`config.mk`:
```
export PLATFORM = sky130hd
export DESIGN_NAME = gtmc_mode_ctrl
export DESIGN_NICKNAME = d
export VERILOG_FILES = /design/src/gtmc_pkg.sv /design/src/gtmc_mode_ctrl.sv
export VERILOG_INCLUDE_DIRS = /design/src
export SDC_FILE = /design/constraint.sdc
export NUM_CORES = 1
export LEC_CHECK = 0
export BUFFER_PORTS_ARGS = -buffer_cell sky130_fd_sc_hd__buf_2
export CORE_MARGIN = 5
export CORE_UTILIZATION = 35
export CTS_BUF_LIST = sky130_fd_sc_hd__clkbuf_2
export DETAILED_ROUTE_END_ITERATION = 6
export PLACE_DENSITY = 0.58
export SYNTH_ARGS = -nofsm -noshare
export SYNTH_HDL_FRONTEND = slang
export SYNTH_SLANG_ARGS = --single-unit
```
`constraint.sdc`:
```
create_clock -name SYS_CLK -period 13 [get_ports SYS_CLK]
set_input_delay 2.6 -clock SYS_CLK [delete_from_list [all_inputs] [get_ports SYS_CLK]]
set_output_delay 2.6 -clock SYS_CLK [all_outputs]
set_load 0.02 [all_outputs]
```
`src/gtmc_defines.svh`:
```
/*
  Constants of the gas transmitter mode controller: timing, loop currents
  and display sequence length.
  Assumes a 125 MHz system clock; loop currents are coded in microamps.
*/
`ifndef GTMC_DEFINES_SVH
`define GTMC_DEFINES_SVH
`define GTMC_CLK_NS 8
`define GTMC_TICK_NS 1000000
`define GTMC_STEP_MS 1000
`define GTMC_BLINK_MS 500
`define GTMC_STARTUP_MS 300000
`define GTMC_FULLHOLD_MS 120000
`define GTMC_PARTHOLD_MS 480000
`define GTMC_TESTWIN_MS 600000
`define GTMC_LOCK_UA 16'h0fa0
`define GTMC_O2_LOCK_UA 16'h43f8
`define GTMC_MID_UA 16'h2ee0
`define GTMC_FULL_UA 16'h4e20
`define GTMC_TROUBLE_UA 16'h0e10
`define GTMC_ITEM_LAST 4'hb
`define GTMC_PASS_DIV 16'h000a
`endif

```
`src/gtmc_pkg.sv`:
```
/*
  Types of the gas transmitter mode controller.
  Assumes gtmc_defines.svh for all numeric constants.
*/
package gtmc_pkg;
  typedef enum logic [12:0] {
    ST_POWERUP = 13'h0001, ST_DELAY = 13'h0002, ST_NORMAL = 13'h0004,
    ST_MENU_REVIEW_MENU = 13'h0008, ST_MENU_TEST = 13'h0010, ST_MENU_CAL = 13'h0020,
    ST_REVIEW_MENU_SHOW = 13'h0040, ST_PROBE = 13'h0080, ST_SIM_PROMPT = 13'h0100,
    ST_SIM = 13'h0200, ST_SELFTEST = 13'h0400, ST_CAL_ZERO = 13'h0800,
    ST_CAL_SPAN = 13'h1000
  } gtmc_state_t;
  typedef enum logic [2:0] {
    HOLD_NONE = 3'h1, HOLD_FULL = 3'h2, HOLD_PART = 3'h4
  } gtmc_hold_t;
  typedef enum logic [4:0] {
    SCR_CONC = 5'h00, SCR_LOAD = 5'h01, SCR_FIRMWARE = 5'h02, SCR_MODREV = 5'h03,
    SCR_GAS_CODE = 5'h04, SCR_RANGE = 5'h05, SCR_UNDERRANGE = 5'h06, SCR_GENERATOR = 5'h07,
    SCR_SELFTEST_EN = 5'h08, SCR_HOURS = 5'h09, SCR_PASSES = 5'h0a, SCR_FAILS = 5'h0b,
    SCR_ALL_SEGMENTS = 5'h0c, SCR_REVIEW_MENU = 5'h0d, SCR_TEST_MENU = 5'h0e,
    SCR_ADJUST_MENU = 5'h0f, SCR_PROBE_CHECK = 5'h10, SCR_SIM_PROMPT = 5'h11,
    SCR_SIM = 5'h12, SCR_CAL_ZERO = 5'h13, SCR_CAL_SPAN = 5'h14
  } gtmc_screen_t;
  typedef struct packed {
    gtmc_state_t state;
    gtmc_hold_t hold;
    logic [3:0] sy1;
    logic [3:0] sy2;
    logic [3:0] sy3;
    logic [16:0] pre;
    logic ms;
    logic [19:0] tmr;
    logic [19:0] htmr;
    logic [3:0] item;
    logic [8:0] bcnt;
    logic blink;
    logic [1:0] sim;
    logic [15:0] base;
    logic [15:0] held;
    logic [15:0] npass;
    logic [15:0] nfail;
    logic fail;
    logic passmsg;
    logic [15:0] loop;
    gtmc_screen_t scr;
    logic flock;
    logic ftest;
    logic ffail;
    logic fzero;
    logic fspan;
    logic fup;
    logic fdown;
    logic fpass;
  } gtmc_regs_t;
endpackage

```
`src/gtmc_mode_ctrl.sv`:
```
/*
  Operating-mode controller of a loop-powered gas transmitter: power-up
  display sequence, start-up output lock, operator menu, output simulation,
  manual sensor self-test with staged output release, and indicator flags.
  Assumes the four magnetic keys arrive asynchronously, and that the sensing
  module interface delivers CONC, FULL_SCALE and TRACK_UA on SYS_CLK.
*/
// Summary of operation
// - Power-up shows twelve review_menu screens in order
// - Then show concentration, lock output at 4 mA
// - Oxygen module locks output at 17.4 mA instead
// - Delay expiry clears lock, output tracks gas
// - After sequence and delay, enter normal state
// - Four magnetic keys: mode, enter, up, down
// - Mode steps review, diagnostics, adjustment menus
// - Enter at review replays power-up review_menu
// - Simulation forces 4, 12 or 20 mA
// - Simulation failure choice drives about 3.6 mA
// - Diagnostics enter with generator shows probe prompt
// - Enter at prompt starts test, flag flashes
// - Mode at prompt leaves without testing
// - Test freezes output at its previous value
// - Pass when concentration 10% above start
// - On pass, test flag turns steady on
// - After pass, full output hold two minutes
// - Partial hold eight minutes, released above half range
// - Zero and span flags during adjustment steps
// - Up and down flags follow their keys
// - Fail flag lit on self-test failure
// - Lock flag during simulation or any hold
`include "gtmc_defines.svh"

module gtmc_mode_ctrl #(
  parameter int TICK_CYC = (`GTMC_TICK_NS + `GTMC_CLK_NS - 1) / `GTMC_CLK_NS,
  parameter int STARTUP_MS = `GTMC_STARTUP_MS,
  parameter int FULLHOLD_MS = `GTMC_FULLHOLD_MS,
  parameter int PARTHOLD_MS = `GTMC_PARTHOLD_MS,
  parameter int TESTWIN_MS = `GTMC_TESTWIN_MS
)(
  input wire logic SYS_CLK, // System clock
  input wire logic RST_N, // Asynchronous reset
  input wire logic MODE_KEY, // Mode step magnet
  input wire logic ENTER_KEY, // Enter magnet
  input wire logic UP_KEY, // Up magnet
  input wire logic DOWN_KEY, // Down magnet
  input wire logic MOD_OXYGEN, // Module measures oxygen
  input wire logic MOD_GENERATOR, // Module has gas generator
  input wire logic [15:0] CONC, // Measured concentration
  input wire logic [15:0] FULL_SCALE, // Module full-scale range
  input wire logic [15:0] TRACK_UA, // Loop current for CONC
  output gtmc_pkg::gtmc_screen_t SCREEN, // Display screen code
  output logic [15:0] LOOP_UA, // Loop current command
  output logic [15:0] PASS_COUNT, // Self-test passes
  output logic [15:0] FAIL_COUNT, // Self-test failures
  output logic FLAG_LOCK, // Output lock indicator
  output logic FLAG_TEST, // Self-test indicator
  output logic FLAG_FAIL, // Fail indicator
  output logic FLAG_ZERO, // Zero indicator
  output logic FLAG_SPAN, // Span indicator
  output logic FLAG_UP, // Up key indicator
  output logic FLAG_DOWN, // Down key indicator
  output logic FLAG_PASS // Pass message, flashing
);
  import gtmc_pkg::*;

  localparam int STEP_MS = `GTMC_STEP_MS;
  localparam int BLINK_MS = `GTMC_BLINK_MS;

  gtmc_regs_t r;
  gtmc_regs_t n;
  logic [3:0] key;
  logic [16:0] thr;
  logic [15:0] lock_ua;

  // ************************************************************
  // Helpers
  // ************************************************************
  function automatic logic hit(input logic [3:0] k, input int i);
    return k[i];
  endfunction

  function automatic logic [15:0] sim_ua(input logic [1:0] sel);
    unique case (sel)
      2'h0: return `GTMC_LOCK_UA;
      2'h1: return `GTMC_MID_UA;
      2'h2: return `GTMC_FULL_UA;
      default: return `GTMC_TROUBLE_UA;
    endcase
  endfunction

  function automatic logic done(input logic ms, input logic [19:0] t, input int lim);
    return ms && (t == 20'(lim - 1));
  endfunction

  // ************************************************************
  // Next state
  // ************************************************************
  always_comb
  begin
    n = r;
    // Keys only reach logic after two flops; third flop gives the edge
    n.sy1 = {DOWN_KEY, UP_KEY, ENTER_KEY, MODE_KEY};
    n.sy2 = r.sy1;
    n.sy3 = r.sy2;
    key = r.sy2 & ~r.sy3;
    thr = {1'b0, r.base} + {1'b0, r.base / `GTMC_PASS_DIV};
    lock_ua = MOD_OXYGEN ? `GTMC_O2_LOCK_UA : `GTMC_LOCK_UA;
    // Millisecond tick keeps the long timers narrow
    if (r.pre == 17'(TICK_CYC - 1))
    begin
      n.pre = '0;
      n.ms = 1'b1;
    end
    else
    begin
      n.pre = r.pre + 17'h00001;
      n.ms = 1'b0;
    end
    if (r.ms)
    begin
      n.tmr = r.tmr + 20'h00001;
      n.htmr = r.htmr + 20'h00001;
      n.bcnt = r.bcnt + 9'h001;
      if (r.bcnt == 9'(BLINK_MS - 1))
      begin
        n.bcnt = '0;
        n.blink = ~r.blink;
      end
    end
    unique case (r.state)
      ST_POWERUP, ST_REVIEW_MENU_SHOW:
      begin
        if (done(r.ms, r.tmr, STEP_MS))
        begin
          n.tmr = '0;
          n.item = r.item + 4'h1;
          if (r.item == `GTMC_ITEM_LAST)
          begin
            n.item = '0;
            n.state = (r.state == ST_POWERUP) ? ST_DELAY : ST_NORMAL;
          end
        end
      end
      ST_DELAY:
        if (done(r.ms, r.tmr, STARTUP_MS))
          n.state = ST_NORMAL;
      ST_NORMAL:
      begin
        if (hit(key, 0))
          n.state = ST_MENU_REVIEW_MENU;
        else if (hit(key, 1))
          n.fail = 1'b0;
      end
      ST_MENU_REVIEW_MENU:
      begin
        if (hit(key, 0))
          n.state = ST_MENU_TEST;
        else if (hit(key, 1))
        begin
          n.state = ST_REVIEW_MENU_SHOW;
          n.item = '0;
          n.tmr = '0;
        end
      end
      ST_MENU_TEST:
      begin
        if (hit(key, 0))
          n.state = ST_MENU_CAL;
        else if (hit(key, 1))
          n.state = MOD_GENERATOR ? ST_PROBE : ST_SIM_PROMPT;
      end
      ST_MENU_CAL:
      begin
        if (hit(key, 0))
          n.state = ST_NORMAL;
        else if (hit(key, 1))
          n.state = ST_CAL_ZERO;
      end
      ST_PROBE:
      begin
        if (hit(key, 1))
        begin
          n.state = ST_SELFTEST;
          n.tmr = '0;
          n.base = CONC;
          n.held = r.loop;
          n.hold = HOLD_NONE;
          n.passmsg = 1'b0;
        end
        else if (hit(key, 0))
          n.state = ST_SIM_PROMPT;
      end
      ST_SIM_PROMPT:
      begin
        if (hit(key, 1))
        begin
          n.state = ST_SIM;
          n.sim = 2'h0;
        end
        else if (hit(key, 0))
          n.state = ST_NORMAL;
      end
      ST_SIM:
      begin
        if (hit(key, 1))
          n.state = ST_NORMAL;
        else if (hit(key, 2))
          n.sim = r.sim + 2'h1;
        else if (hit(key, 3))
          n.sim = r.sim - 2'h1;
      end
      ST_SELFTEST:
      begin
        if ({1'b0, CONC} > {1'b0, r.base} && {1'b0, CONC} >= thr)
        begin
          n.state = ST_NORMAL;
          n.passmsg = 1'b1;
          n.npass = r.npass + 16'h0001;
          n.hold = HOLD_FULL;
          n.htmr = '0;
        end
        else if (done(r.ms, r.tmr, TESTWIN_MS))
        begin
          n.state = ST_NORMAL;
          n.fail = 1'b1;
          n.nfail = r.nfail + 16'h0001;
        end
      end
      ST_CAL_ZERO:
      begin
        if (hit(key, 1))
          n.state = ST_CAL_SPAN;
        else if (hit(key, 0))
          n.state = ST_NORMAL;
      end
      ST_CAL_SPAN:
        if (hit(key, 1) || hit(key, 0))
          n.state = ST_NORMAL;
    endcase
    // Hold stages run alongside the menus so the operator may keep browsing
    unique case (r.hold)
      HOLD_FULL:
        if (done(r.ms, r.htmr, FULLHOLD_MS))
        begin
          n.hold = HOLD_PART;
          n.htmr = '0;
          n.passmsg = 1'b0;
        end
      HOLD_PART:
        if (CONC > (FULL_SCALE >> 1) || done(r.ms, r.htmr, PARTHOLD_MS))
          n.hold = HOLD_NONE;
      HOLD_NONE:
      begin
        // Leave n.hold alone: a pass in this cycle starts the full hold
      end
      default:
        n.hold = HOLD_NONE;
    endcase
    // ************************************************************
    // Outputs, registered from the next state
    // ************************************************************
    n.loop = TRACK_UA;
    n.scr = SCR_CONC;
    if (n.state == ST_POWERUP || n.state == ST_DELAY || n.state == ST_CAL_ZERO || n.state == ST_CAL_SPAN)
      n.loop = lock_ua;
    else if (n.state == ST_SIM)
      n.loop = sim_ua(n.sim);
    else if (n.state == ST_SELFTEST || n.hold != HOLD_NONE)
      n.loop = n.held;
    unique case (n.state)
      ST_POWERUP, ST_REVIEW_MENU_SHOW: n.scr = gtmc_screen_t'(5'(n.item) + 5'h01);
      ST_MENU_REVIEW_MENU: n.scr = SCR_REVIEW_MENU;
      ST_MENU_TEST: n.scr = SCR_TEST_MENU;
      ST_MENU_CAL: n.scr = SCR_ADJUST_MENU;
      ST_PROBE: n.scr = SCR_PROBE_CHECK;
      ST_SIM_PROMPT: n.scr = SCR_SIM_PROMPT;
      ST_SIM: n.scr = SCR_SIM;
      ST_CAL_ZERO: n.scr = SCR_CAL_ZERO;
      ST_CAL_SPAN: n.scr = SCR_CAL_SPAN;
      default: n.scr = SCR_CONC;
    endcase
    n.flock = (n.state == ST_POWERUP) || (n.state == ST_DELAY) || (n.state == ST_SIM) ||
              (n.state == ST_SELFTEST) || (n.state == ST_CAL_ZERO) || (n.state == ST_CAL_SPAN) ||
              (n.hold != HOLD_NONE);
    n.ftest = (n.state == ST_PROBE) || (n.hold != HOLD_NONE) ||
              (n.state == ST_SELFTEST && n.blink);
    n.fpass = n.passmsg && n.blink;
    n.ffail = n.fail;
    n.fzero = (n.state == ST_CAL_ZERO);
    n.fspan = (n.state == ST_CAL_SPAN);
    n.fup = r.sy2[2];
    n.fdown = r.sy2[3];
  end

  always_ff @(posedge SYS_CLK or negedge RST_N)
  begin
    if (!RST_N)
    begin
      r <= '0;
      r.state <= ST_POWERUP;
      r.hold <= HOLD_NONE;
      r.loop <= `GTMC_LOCK_UA;
      r.scr <= SCR_LOAD;
      r.flock <= 1'b1;
    end
    else
      r <= n;
  end

  assign SCREEN = r.scr;
  assign LOOP_UA = r.loop;
  assign PASS_COUNT = r.npass;
  assign FAIL_COUNT = r.nfail;
  assign FLAG_LOCK = r.flock;
  assign FLAG_TEST = r.ftest;
  assign FLAG_FAIL = r.ffail;
  assign FLAG_ZERO = r.fzero;
  assign FLAG_SPAN = r.fspan;
  assign FLAG_UP = r.fup;
  assign FLAG_DOWN = r.fdown;
  assign FLAG_PASS = r.fpass;
endmodule

```
==> results.ini, run 1 <==
[status]
status=completed

[setup_path]
crit_arrival_ps=12670
regToRegEndpoint=SCREEN[4]$_DFF_PN0_
path_max_fanout=19
cp_num_buf_inv=2
crit_family=compound AO/OA/AOI/OAI gates
cp_common_cell=a21oi_1
reg2reg_from=r[89]$_DFFE_PN0P_
slowest_delay_ps=810
crit_cells=43
critPathKind=flop to flop
worstPathRequired_ps=13730
reg2reg_slack_ps=1070
critical_path.startpoint_type=flop
cpMaxStageDelayCell=dfrtp_1
reg2regPathDepth=43
endpoint_kind=flop

[route]
drtAntennaViolNets=0
avgRoutedWirePerCell_um=16.16
dr.first_iter.drc_count=634
dr.pass1.iters=4
drc=0
via_per_inst=5.339
wirelength_um=31970
num_vias=10566

[clocking]
tritoncts=yes
clock-sinks=194
cts_buffers=17
htree_levels=4
clkTransAtPathRegs_ps=320
clockBufferDepth=2
cts_setup_buffers=0
clock_latency_ps=810
cts-root-buf=clkbuf_2
ctsResizeCount=0
cts_hold_buf=0

[worst_hold_path]
min_to=n[2]$_DFF_PN0_
holdPathStages=0
hp-class=flop to flop
hold_start=n[175]$_DFF_PN0_

[power]
vdd.ir_drop.worst_v=0.00004544
leakagePower_uw=0.006311
p_per_area_nw_per_um2=69.67

[grt]
grt_antenna_before_repair=2
first_global_vias=10529
grt_pass1_wl_um=53760
grt_usage_pct=15.53
overflow=0
grt_max_degree=73

[synthesis]
ys_ff_latch=194
synth.net_count=1590
synth_top_family_by_area=simple AND/OR/NAND/NOR gates
synthXorXnorAreaFrac_pct=7.987
yosys.area_share.simple_pct=22.39
synth_cells=1465
yosysUniqueCellTypes=105
synth_fa_ha_area_share_pct=6.827
yosys_warnings=0
netlist_area_um2=13050
synthMuxAreaShare_pct=2.857
synth_edf_count=0
synth-async-reset-ratio_pct=100.0
synth-main-ff-cell=dfrtp_1
ys_seq_area_share_pct=37.30
synth-compound-area-share_pct=15.97
synth.avg_cell_area_um2=8.907

[timing]
rsz0062_at_grt=no
period_minus_slack_ps=11930
setup_tns_ps=0
slew_viol_final=0
worstMarginPinSlew_ps=893.4
fin_crit_sh_pct=91.80
relSlewSlack_pct=38.90
fmax_ghz=0.08379
setup-violations-final=0
worst_slack_ps=1066
fin_worst_skew_ps=56.91
report.final.hold_viol_count=0

[layout]
multiInputGateArea_um2=7336
register_area_um2=4867
syn2layout_area_growth_pct=6.232
fin_cells=1979
drive_gt1_share_pct=14.84
layout_common_cells=dfrtp_1, nand2_1, nor2_1
fill_cells=3703
final_common_cell=dfrtp_1
utilization_pct=37.77
final_area_um2=13860
nets=1621

[place]
place_area_um2=13650
place_congestion=0.8975
post-place-ws_ps=1105
io_buffers=115
dp_cells=1945
hpwl_um=23870

[floorplanning]
die_w_um=203.1
core_um2=36700
die_h_um=203.1
dieArea_um2=41240
io-pin-count=117
initial_core_util_pct=35.56
rows=70

[flow_run]
drv_cap=0

==> power breakdown <==
part           leakage [uW]  internal [uW]  total, uW  switching (uW)
combinational       0.00368           21.9       61.6            39.7
clock              0.000132           58.7        291             233
sequential          0.00250            611        613            2.10
==> cell usage after synthesis (22+ instances only) <==
cell type,n,area (um2)
ha_1,68,850.8
xnor2_1,70,613.1
nand3_1,59,295.3
a21oi_1,58,290.3
nor2_1,147,551.8
dfrtp_1,184,4604
and3_1,24,150.1
inv_1,53,198.9
buf_4,54,405.4
nor3_1,30,150.1
nand4_1,30,187.7
clkbuf_1,42,157.7
o21ai_0,60,300.3
o21a_1,22,165.2
xor2_1,49,429.2
nand2_1,162,608.1
==> per-layer routing <==
| layer | global-route usage (%) | wire, um | vias to the layer above |
|---|---|---|---|
| met3 | 2.156 | 1210 | 28 |
| met5 | 0 | 0 | - |
| met2 | 26.47 | 15680 | 208 |
| met1 | 20.86 | 14580 | 5125 |
| li1 | - | - | 5205 |
| met4 | 4.095 | 499 | 0 |
==> worst max-delay path by stage <==
stage / endpoint / startpoint / slack (ps)
after global placement: LOOP_UA[6]$_DFF_PN0_ / r[89]$_DFFE_PN0P_ / 1310
final: SCREEN[4]$_DFF_PN0_ / r[89]$_DFFE_PN0P_ / 1070
after detailed placement: LOOP_UA[6]$_DFF_PN0_ / r[89]$_DFFE_PN0P_ / 1100
after global routing: LOOP_UA[6]$_DFF_PN0_ / r[89]$_DFFE_PN0P_ / 60
after CTS: LOOP_UA[6]$_DFF_PN0_ / r[89]$_DFFE_PN0P_ / 1050
after floorplan: SCREEN[1]$_DFF_PN0_ / r[94]$_DFFE_PN0P_ / 3320
==> per-stage QoR <==
stage | hold slack, ps | total power, uW
floorplan | 331.2 | 651.9
global placement | 332.9 | 684.2
detailed placement | 335.8 | 685.4
CTS | 394.2 | 986.8
global route | 411.7 | 1017
finish | 394.1 | 965.7
==> worst reg2reg max path, delay by kind of cell, from the launching register on <==
family / cells / cell delay [ps]
xor+xnor: 1 / 90
fa+ha+maj: 3 / 960
simple gates: 7 / 1810
mux: 2 / 850
compound gates: 28 / 6710
buf+inv: 2 / 640
flops: 1 / 810
==> flip-flops by register name, indices dropped and copies added (netlist names) <==
| register | flops |
|---|---|
| FAIL_COUNT | 16 |
| FLAG_DOWN | 1 |
| FLAG_FAIL | 1 |
| FLAG_LOCK | 1 |
| FLAG_PASS | 1 |
| FLAG_SPAN | 1 |
| FLAG_TEST | 1 |
| FLAG_ZERO | 1 |
| LOOP_UA | 16 |
| PASS_COUNT | 16 |
| SCREEN | 5 |
| n | 8 |
| r | 126 |
==> cell families (layout without fill, tap and decap cells) <==
group / count (synthesis) / in the layout
DFF: 194 / 194
xor gates and xnor gates: 119 / 119
AOI/OAI and AO/OA: 291 / 291
muxes: 32 / 32
other: 0 / 2
adders and majority gates: 71 / 71
and+or+nand+nor: 588 / 588
buffers and inverters: 170 / 214
==> final cells by class <==
class	instances	share of cell area, %
multi-input cells	1101	52.92
flip-flops and latches	194	35.11
repair buffers	121	4.540
well taps	468	4.224
inverters	61	1.652
clock inverters	14	0.8665
clock buffers	18	0.6499
diodes	2	0.03610
(Power assumes the default switching activity.)
==> inputs of run 2 (changes only) <==
--- a/config.mk
+++ b/config.mk
@@ -9,7 +9,6 @@
 export BUFFER_PORTS_ARGS = -buffer_cell sky130_fd_sc_hd__buf_2
 export CORE_MARGIN = 5
 export CORE_UTILIZATION = 35
-export CTS_BUF_LIST = sky130_fd_sc_hd__clkbuf_2
 export DETAILED_ROUTE_END_ITERATION = 6
 export PLACE_DENSITY = 0.58
 export SYNTH_ARGS = -nofsm -noshare
==> results.ini, run 2 (synthesis results as in run 1) <==
[layout]
utilization_pct=38.69
register_area_um2=4867
drive_gt1_share_pct=14.78
nets=1621
fin_cells=1978
largest_reg_flops=126
syn2layout_area_growth_pct=8.812
layout_common_cells=dfrtp_1, nand2_1, nor2_1
multiInputGateArea_um2=7336
fill_cells=3654
final_area_um2=14200
top_register=r
final_common_cell=dfrtp_1

[grt]
grt_antenna_before_repair=1
grt_max_degree=73
first_global_vias=10560
grt_usage_pct=15.65
grt_pass1_wl_um=54070
overflow=0

[worst_hold_path]
hold_start=n[173]$_DFF_PN0_
hp-class=flop to flop

[timing]
setup-violations-final=0
setup_tns_ps=0
rsz0062_at_grt=no
period_minus_slack_ps=11980
relSlewSlack_pct=37.21
fin_hold_ws_ps=354.1
fin_worst_skew_ps=12.18
fin_crit_sh_pct=92.13
report.final.hold_viol_count=0
slew_viol_final=0
worstMarginPinSlew_ps=918.1
fmax_ghz=0.08349

[setup_path]
slowest_delay_ps=750
reg2reg_from=r[89]$_DFFE_PN0P_
crit_family=compound AO/OA/AOI/OAI gates
crit_arrival_ps=12360
endpoint_kind=flop
cp_num_buf_inv=2
cpMaxStageDelayCell=dfrtp_1
cp-startpoint=r[89]$_DFFE_PN0P_
cp_common_cell=a21oi_1
critPathKind=flop to flop
path_max_fanout=19
critical_path.startpoint_type=flop
worstPathRequired_ps=13380

[floorplanning]
die_h_um=203.1
initial_core_util_pct=35.56
core_um2=36700
dieArea_um2=41240
die_w_um=203.1
io-pin-count=117
rows=70

[place]
place_congestion=0.8975
dp_cells=1945
place_area_um2=13650
io_buffers=115
hpwl_um=23870

[clocking]
clock-sinks=194
clockBufferDepth=2
clkTransAtPathRegs_ps=80
cts_hold_buf=0
tritoncts=yes
cts_setup_buffers=0
clock_latency_ps=440
cts_buffers=17
cts-root-buf=clkbuf_16
htree_levels=4
ctsResizeCount=0

[route]
drc=0
dr.pass1.iters=5
num_vias=10582
drtAntennaViolNets=0
via_per_inst=5.350
wirelength_um=32300
avgRoutedWirePerCell_um=16.33
dr.first_iter.drc_count=661

[power]
p_per_area_nw_per_um2=83.16
leakagePower_uw=0.006447
vdd.ir_drop.worst_v=0.00007156

[flow_run]
drv_cap=0

[status]
status=completed

## run 2: changes by cell type in the layout (fill, tap and decap cells not counted), sizes merged
cell / previous run / this run
diode: 2 / 1
## run 2: area by class of cell
class | count | share of cell area [%]
Multi-Input combinational cell | 1101 | 51.67
Sequential cell | 194 | 34.28
Timing Repair Buffer | 121 | 4.433
Clock inverter | 14 | 0.8460
Tap cell | 468 | 4.124
Clock buffer | 18 | 3.023
Antenna cell | 1 | 0.01762
Inverter | 61 | 1.613
## run 2: through the flow
stage                     worst slack, ps  power [uW]
after global placement               1310       684.2
after CTS                            1090        1202
final                                1023        1181
after global routing                85.97        1234
after detailed placement             1105       685.4
after floorplan                      3321       651.9
## run 2: final timing paths
check | end | slack [ps] | cells past startpoint
max reg2reg | SCREEN[1]$_DFF_PN0_ | 1020 | 43
min | n[169]$_DFF_PN0_ | 350 | 0
min reg2reg | n[169]$_DFF_PN0_ | 350 | 0
max in group asynchronous | r[89]$_DFFE_PN0P_ | 9560 | 2
min in group asynchronous | FAIL_COUNT[7]$_DFFE_PN0P_ | 2120 | 1
max | SCREEN[1]$_DFF_PN0_ | 1020 | 43
## run 2: worst register-to-register path: cells and delay by family, from the launching register on
family | cells | cell delay (ps)
flops | 1 | 750
fa+ha+maj | 3 | 960
simple gates | 7 | 1850
buf+inv | 2 | 650
xor+xnor | 1 | 90
mux | 2 | 840
compound gates | 28 | 6790
## run 2: where the power goes
group,switching (uW),internal (uW),total [uW]
clock,257,252,509
sequential,2.10,608,610
combinational,39.8,21.9,61.7
total,299,882,1180
## run 2: routing by layer
layer  GRT usage, %  share of wire, %
met5              0                 0
met4          3.710               1.4
met3          2.540               4.4
met2          26.60                49
met1          21.02                45
==> inputs of run 3 (changes only) <==
--- a/config.mk
+++ b/config.mk
@@ -9,6 +9,7 @@
 export BUFFER_PORTS_ARGS = -buffer_cell sky130_fd_sc_hd__buf_2
 export CORE_MARGIN = 5
 export CORE_UTILIZATION = 35
+export CTS_BUF_LIST = sky130_fd_sc_hd__clkbuf_4
 export DETAILED_ROUTE_END_ITERATION = 6
 export PLACE_DENSITY = 0.58
 export SYNTH_ARGS = -nofsm -noshare
==> results.ini, run 3 (synthesis results as in run 1) <==
[clocking]
clockBufferDepth=2
cts_hold_buf=0
cts_setup_buffers=0
htree_levels=4
cts-root-buf=clkbuf_4
clkTransAtPathRegs_ps=170
cts_buffers=17
tritoncts=yes
ctsResizeCount=0
clock-sinks=194
clock_latency_ps=610

[setup_path]
reg2reg_slack_ps=1060
cp-startpoint=r[89]$_DFFE_PN0P_
crit_arrival_ps=12480
cp_num_buf_inv=2
crit_family=compound AO/OA/AOI/OAI gates
reg2reg_from=r[89]$_DFFE_PN0P_
cp_common_cell=a21oi_1
worstPathRequired_ps=13540
path_max_fanout=19
reg2regPathDepth=43
regToRegEndpoint=SCREEN[4]$_DFF_PN0_
cpMaxStageDelayCell=dfrtp_1
slowest_delay_ps=770
endpoint_kind=flop
critPathKind=flop to flop
critical_path.startpoint_type=flop

[layout]
utilization_pct=37.90
top_register=r
layout_common_cells=dfrtp_1, nand2_1, nor2_1
largest_reg_flops=126
fin_cells=1979
final_common_cell=dfrtp_1
nets=1621
drive_gt1_share_pct=14.84
syn2layout_area_growth_pct=6.578

[floorplanning]
die_w_um=203.1
io-pin-count=117
dieArea_um2=41240
initial_core_util_pct=35.56
core_um2=36700
rows=70
die_h_um=203.1

[timing]
relSlewSlack_pct=38.34
period_minus_slack_ps=11940
fin_hold_ws_ps=374.4
rsz0062_at_grt=no
slew_viol_final=0
setup-violations-final=0
setup_tns_ps=0
fin_worst_skew_ps=33.10
fin_crit_sh_pct=91.85
worstMarginPinSlew_ps=901.6
report.final.hold_viol_count=0
fmax_ghz=0.08375

[power]
seqPwrFrac_pct=61.8
combPwrFrac_pct=6.2
total_power_uw=989.1
p_clk_share_pct=32.0
p_per_area_nw_per_um2=71.12
vdd.ir_drop.worst_v=0.00005002
power.internal_uw=715.7
p_switching_uw=273.4
p_sw_share_pct=27.64
leakagePower_uw=0.006319

[place]
io_buffers=115
hpwl_um=23870
dp_cells=1945
place_congestion=0.8975

[route]
num_vias=10594
via_per_inst=5.353
dr.first_iter.drc_count=614
drtAntennaViolNets=0
avgRoutedWirePerCell_um=16.21
dr.pass1.iters=5
wirelength_um=32080
drc=0

[worst_hold_path]
holdPathStages=0
min_to=n[169]$_DFF_PN0_
hold_start=n[173]$_DFF_PN0_
hp-class=flop to flop

[status]
status=completed

[grt]
grt_pass1_wl_um=53720
grt_antenna_before_repair=2
grt_max_degree=73
grt_usage_pct=15.52
overflow=0
first_global_vias=10527

[flow_run]
drv_cap=0

-- run 3: worst reg2reg max path: cells and delay by family (launching register included) --
kind	cells	cell delay (ps)
xor gates and xnor gates	1	90
buffers and inverters	2	650
and+or+nand+nor	7	1810
DFF	1	770
AOI/OAI and AO/OA	28	6730
muxes	2	850
adders and majority gates	3	960
-- run 3: worst max path at each step --
stage	slack [ps]	cells after the start	to
2_1_floorplan	3320	45	SCREEN[1]$_DFF_PN0_
3_3_place_gp	1310	43	LOOP_UA[6]$_DFF_PN0_
3_5_place_dp	1100	43	LOOP_UA[6]$_DFF_PN0_
4_1_cts	1070	43	LOOP_UA[6]$_DFF_PN0_
5_1_grt	70	43	LOOP_UA[6]$_DFF_PN0_
6_report	1060	43	SCREEN[4]$_DFF_PN0_
-- run 3: area by class of cell --
type,count,area (um2)
clock buffers,18,135.1
repair buffers,121,629.4
diodes,2,5.005
flip-flops and latches,194,4867
clock inverters,14,120.1
inverters,61,229.0
fillers,3696,22790
well taps,468,585.6
multi-input cells,1101,7336
-- run 3: through the flow --
stage / instance area, um2 / worst slack (ps)
4_1_cts: 13900 / 1068
6_report: 13910 / 1059
2_1_floorplan: 13050 / 3321
5_1_grt: 13910 / 69.18
3_5_place_dp: 13650 / 1105
3_3_place_gp: 13650 / 1310
-- run 3: power groups by stage --
stage          Clock [uW]  Combinational [uW]  Sequential [uW]
5_1_grt               358                70.3              612
6_report              316                61.5              611
3_3_place_gp            0                62.1              622
3_5_place_dp            0                63.2              622
2_1_floorplan           0                29.7              622
4_1_cts               337                63.5              611
-- run 3: metal layers --
| metal | vias to the layer above | share of wire (%) | global-route usage (%) | wire (um) |
|---|---|---|---|---|
| met5 | - | 0 | 0 | 0 |
| met4 | 0 | 1.5 | 3.879 | 471 |
| met3 | 29 | 4.0 | 2.300 | 1278 |
| met2 | 230 | 49 | 26.42 | 15690 |
| met1 | 5124 | 46 | 20.86 | 14650 |
| li1 | 5211 | - | - | - |
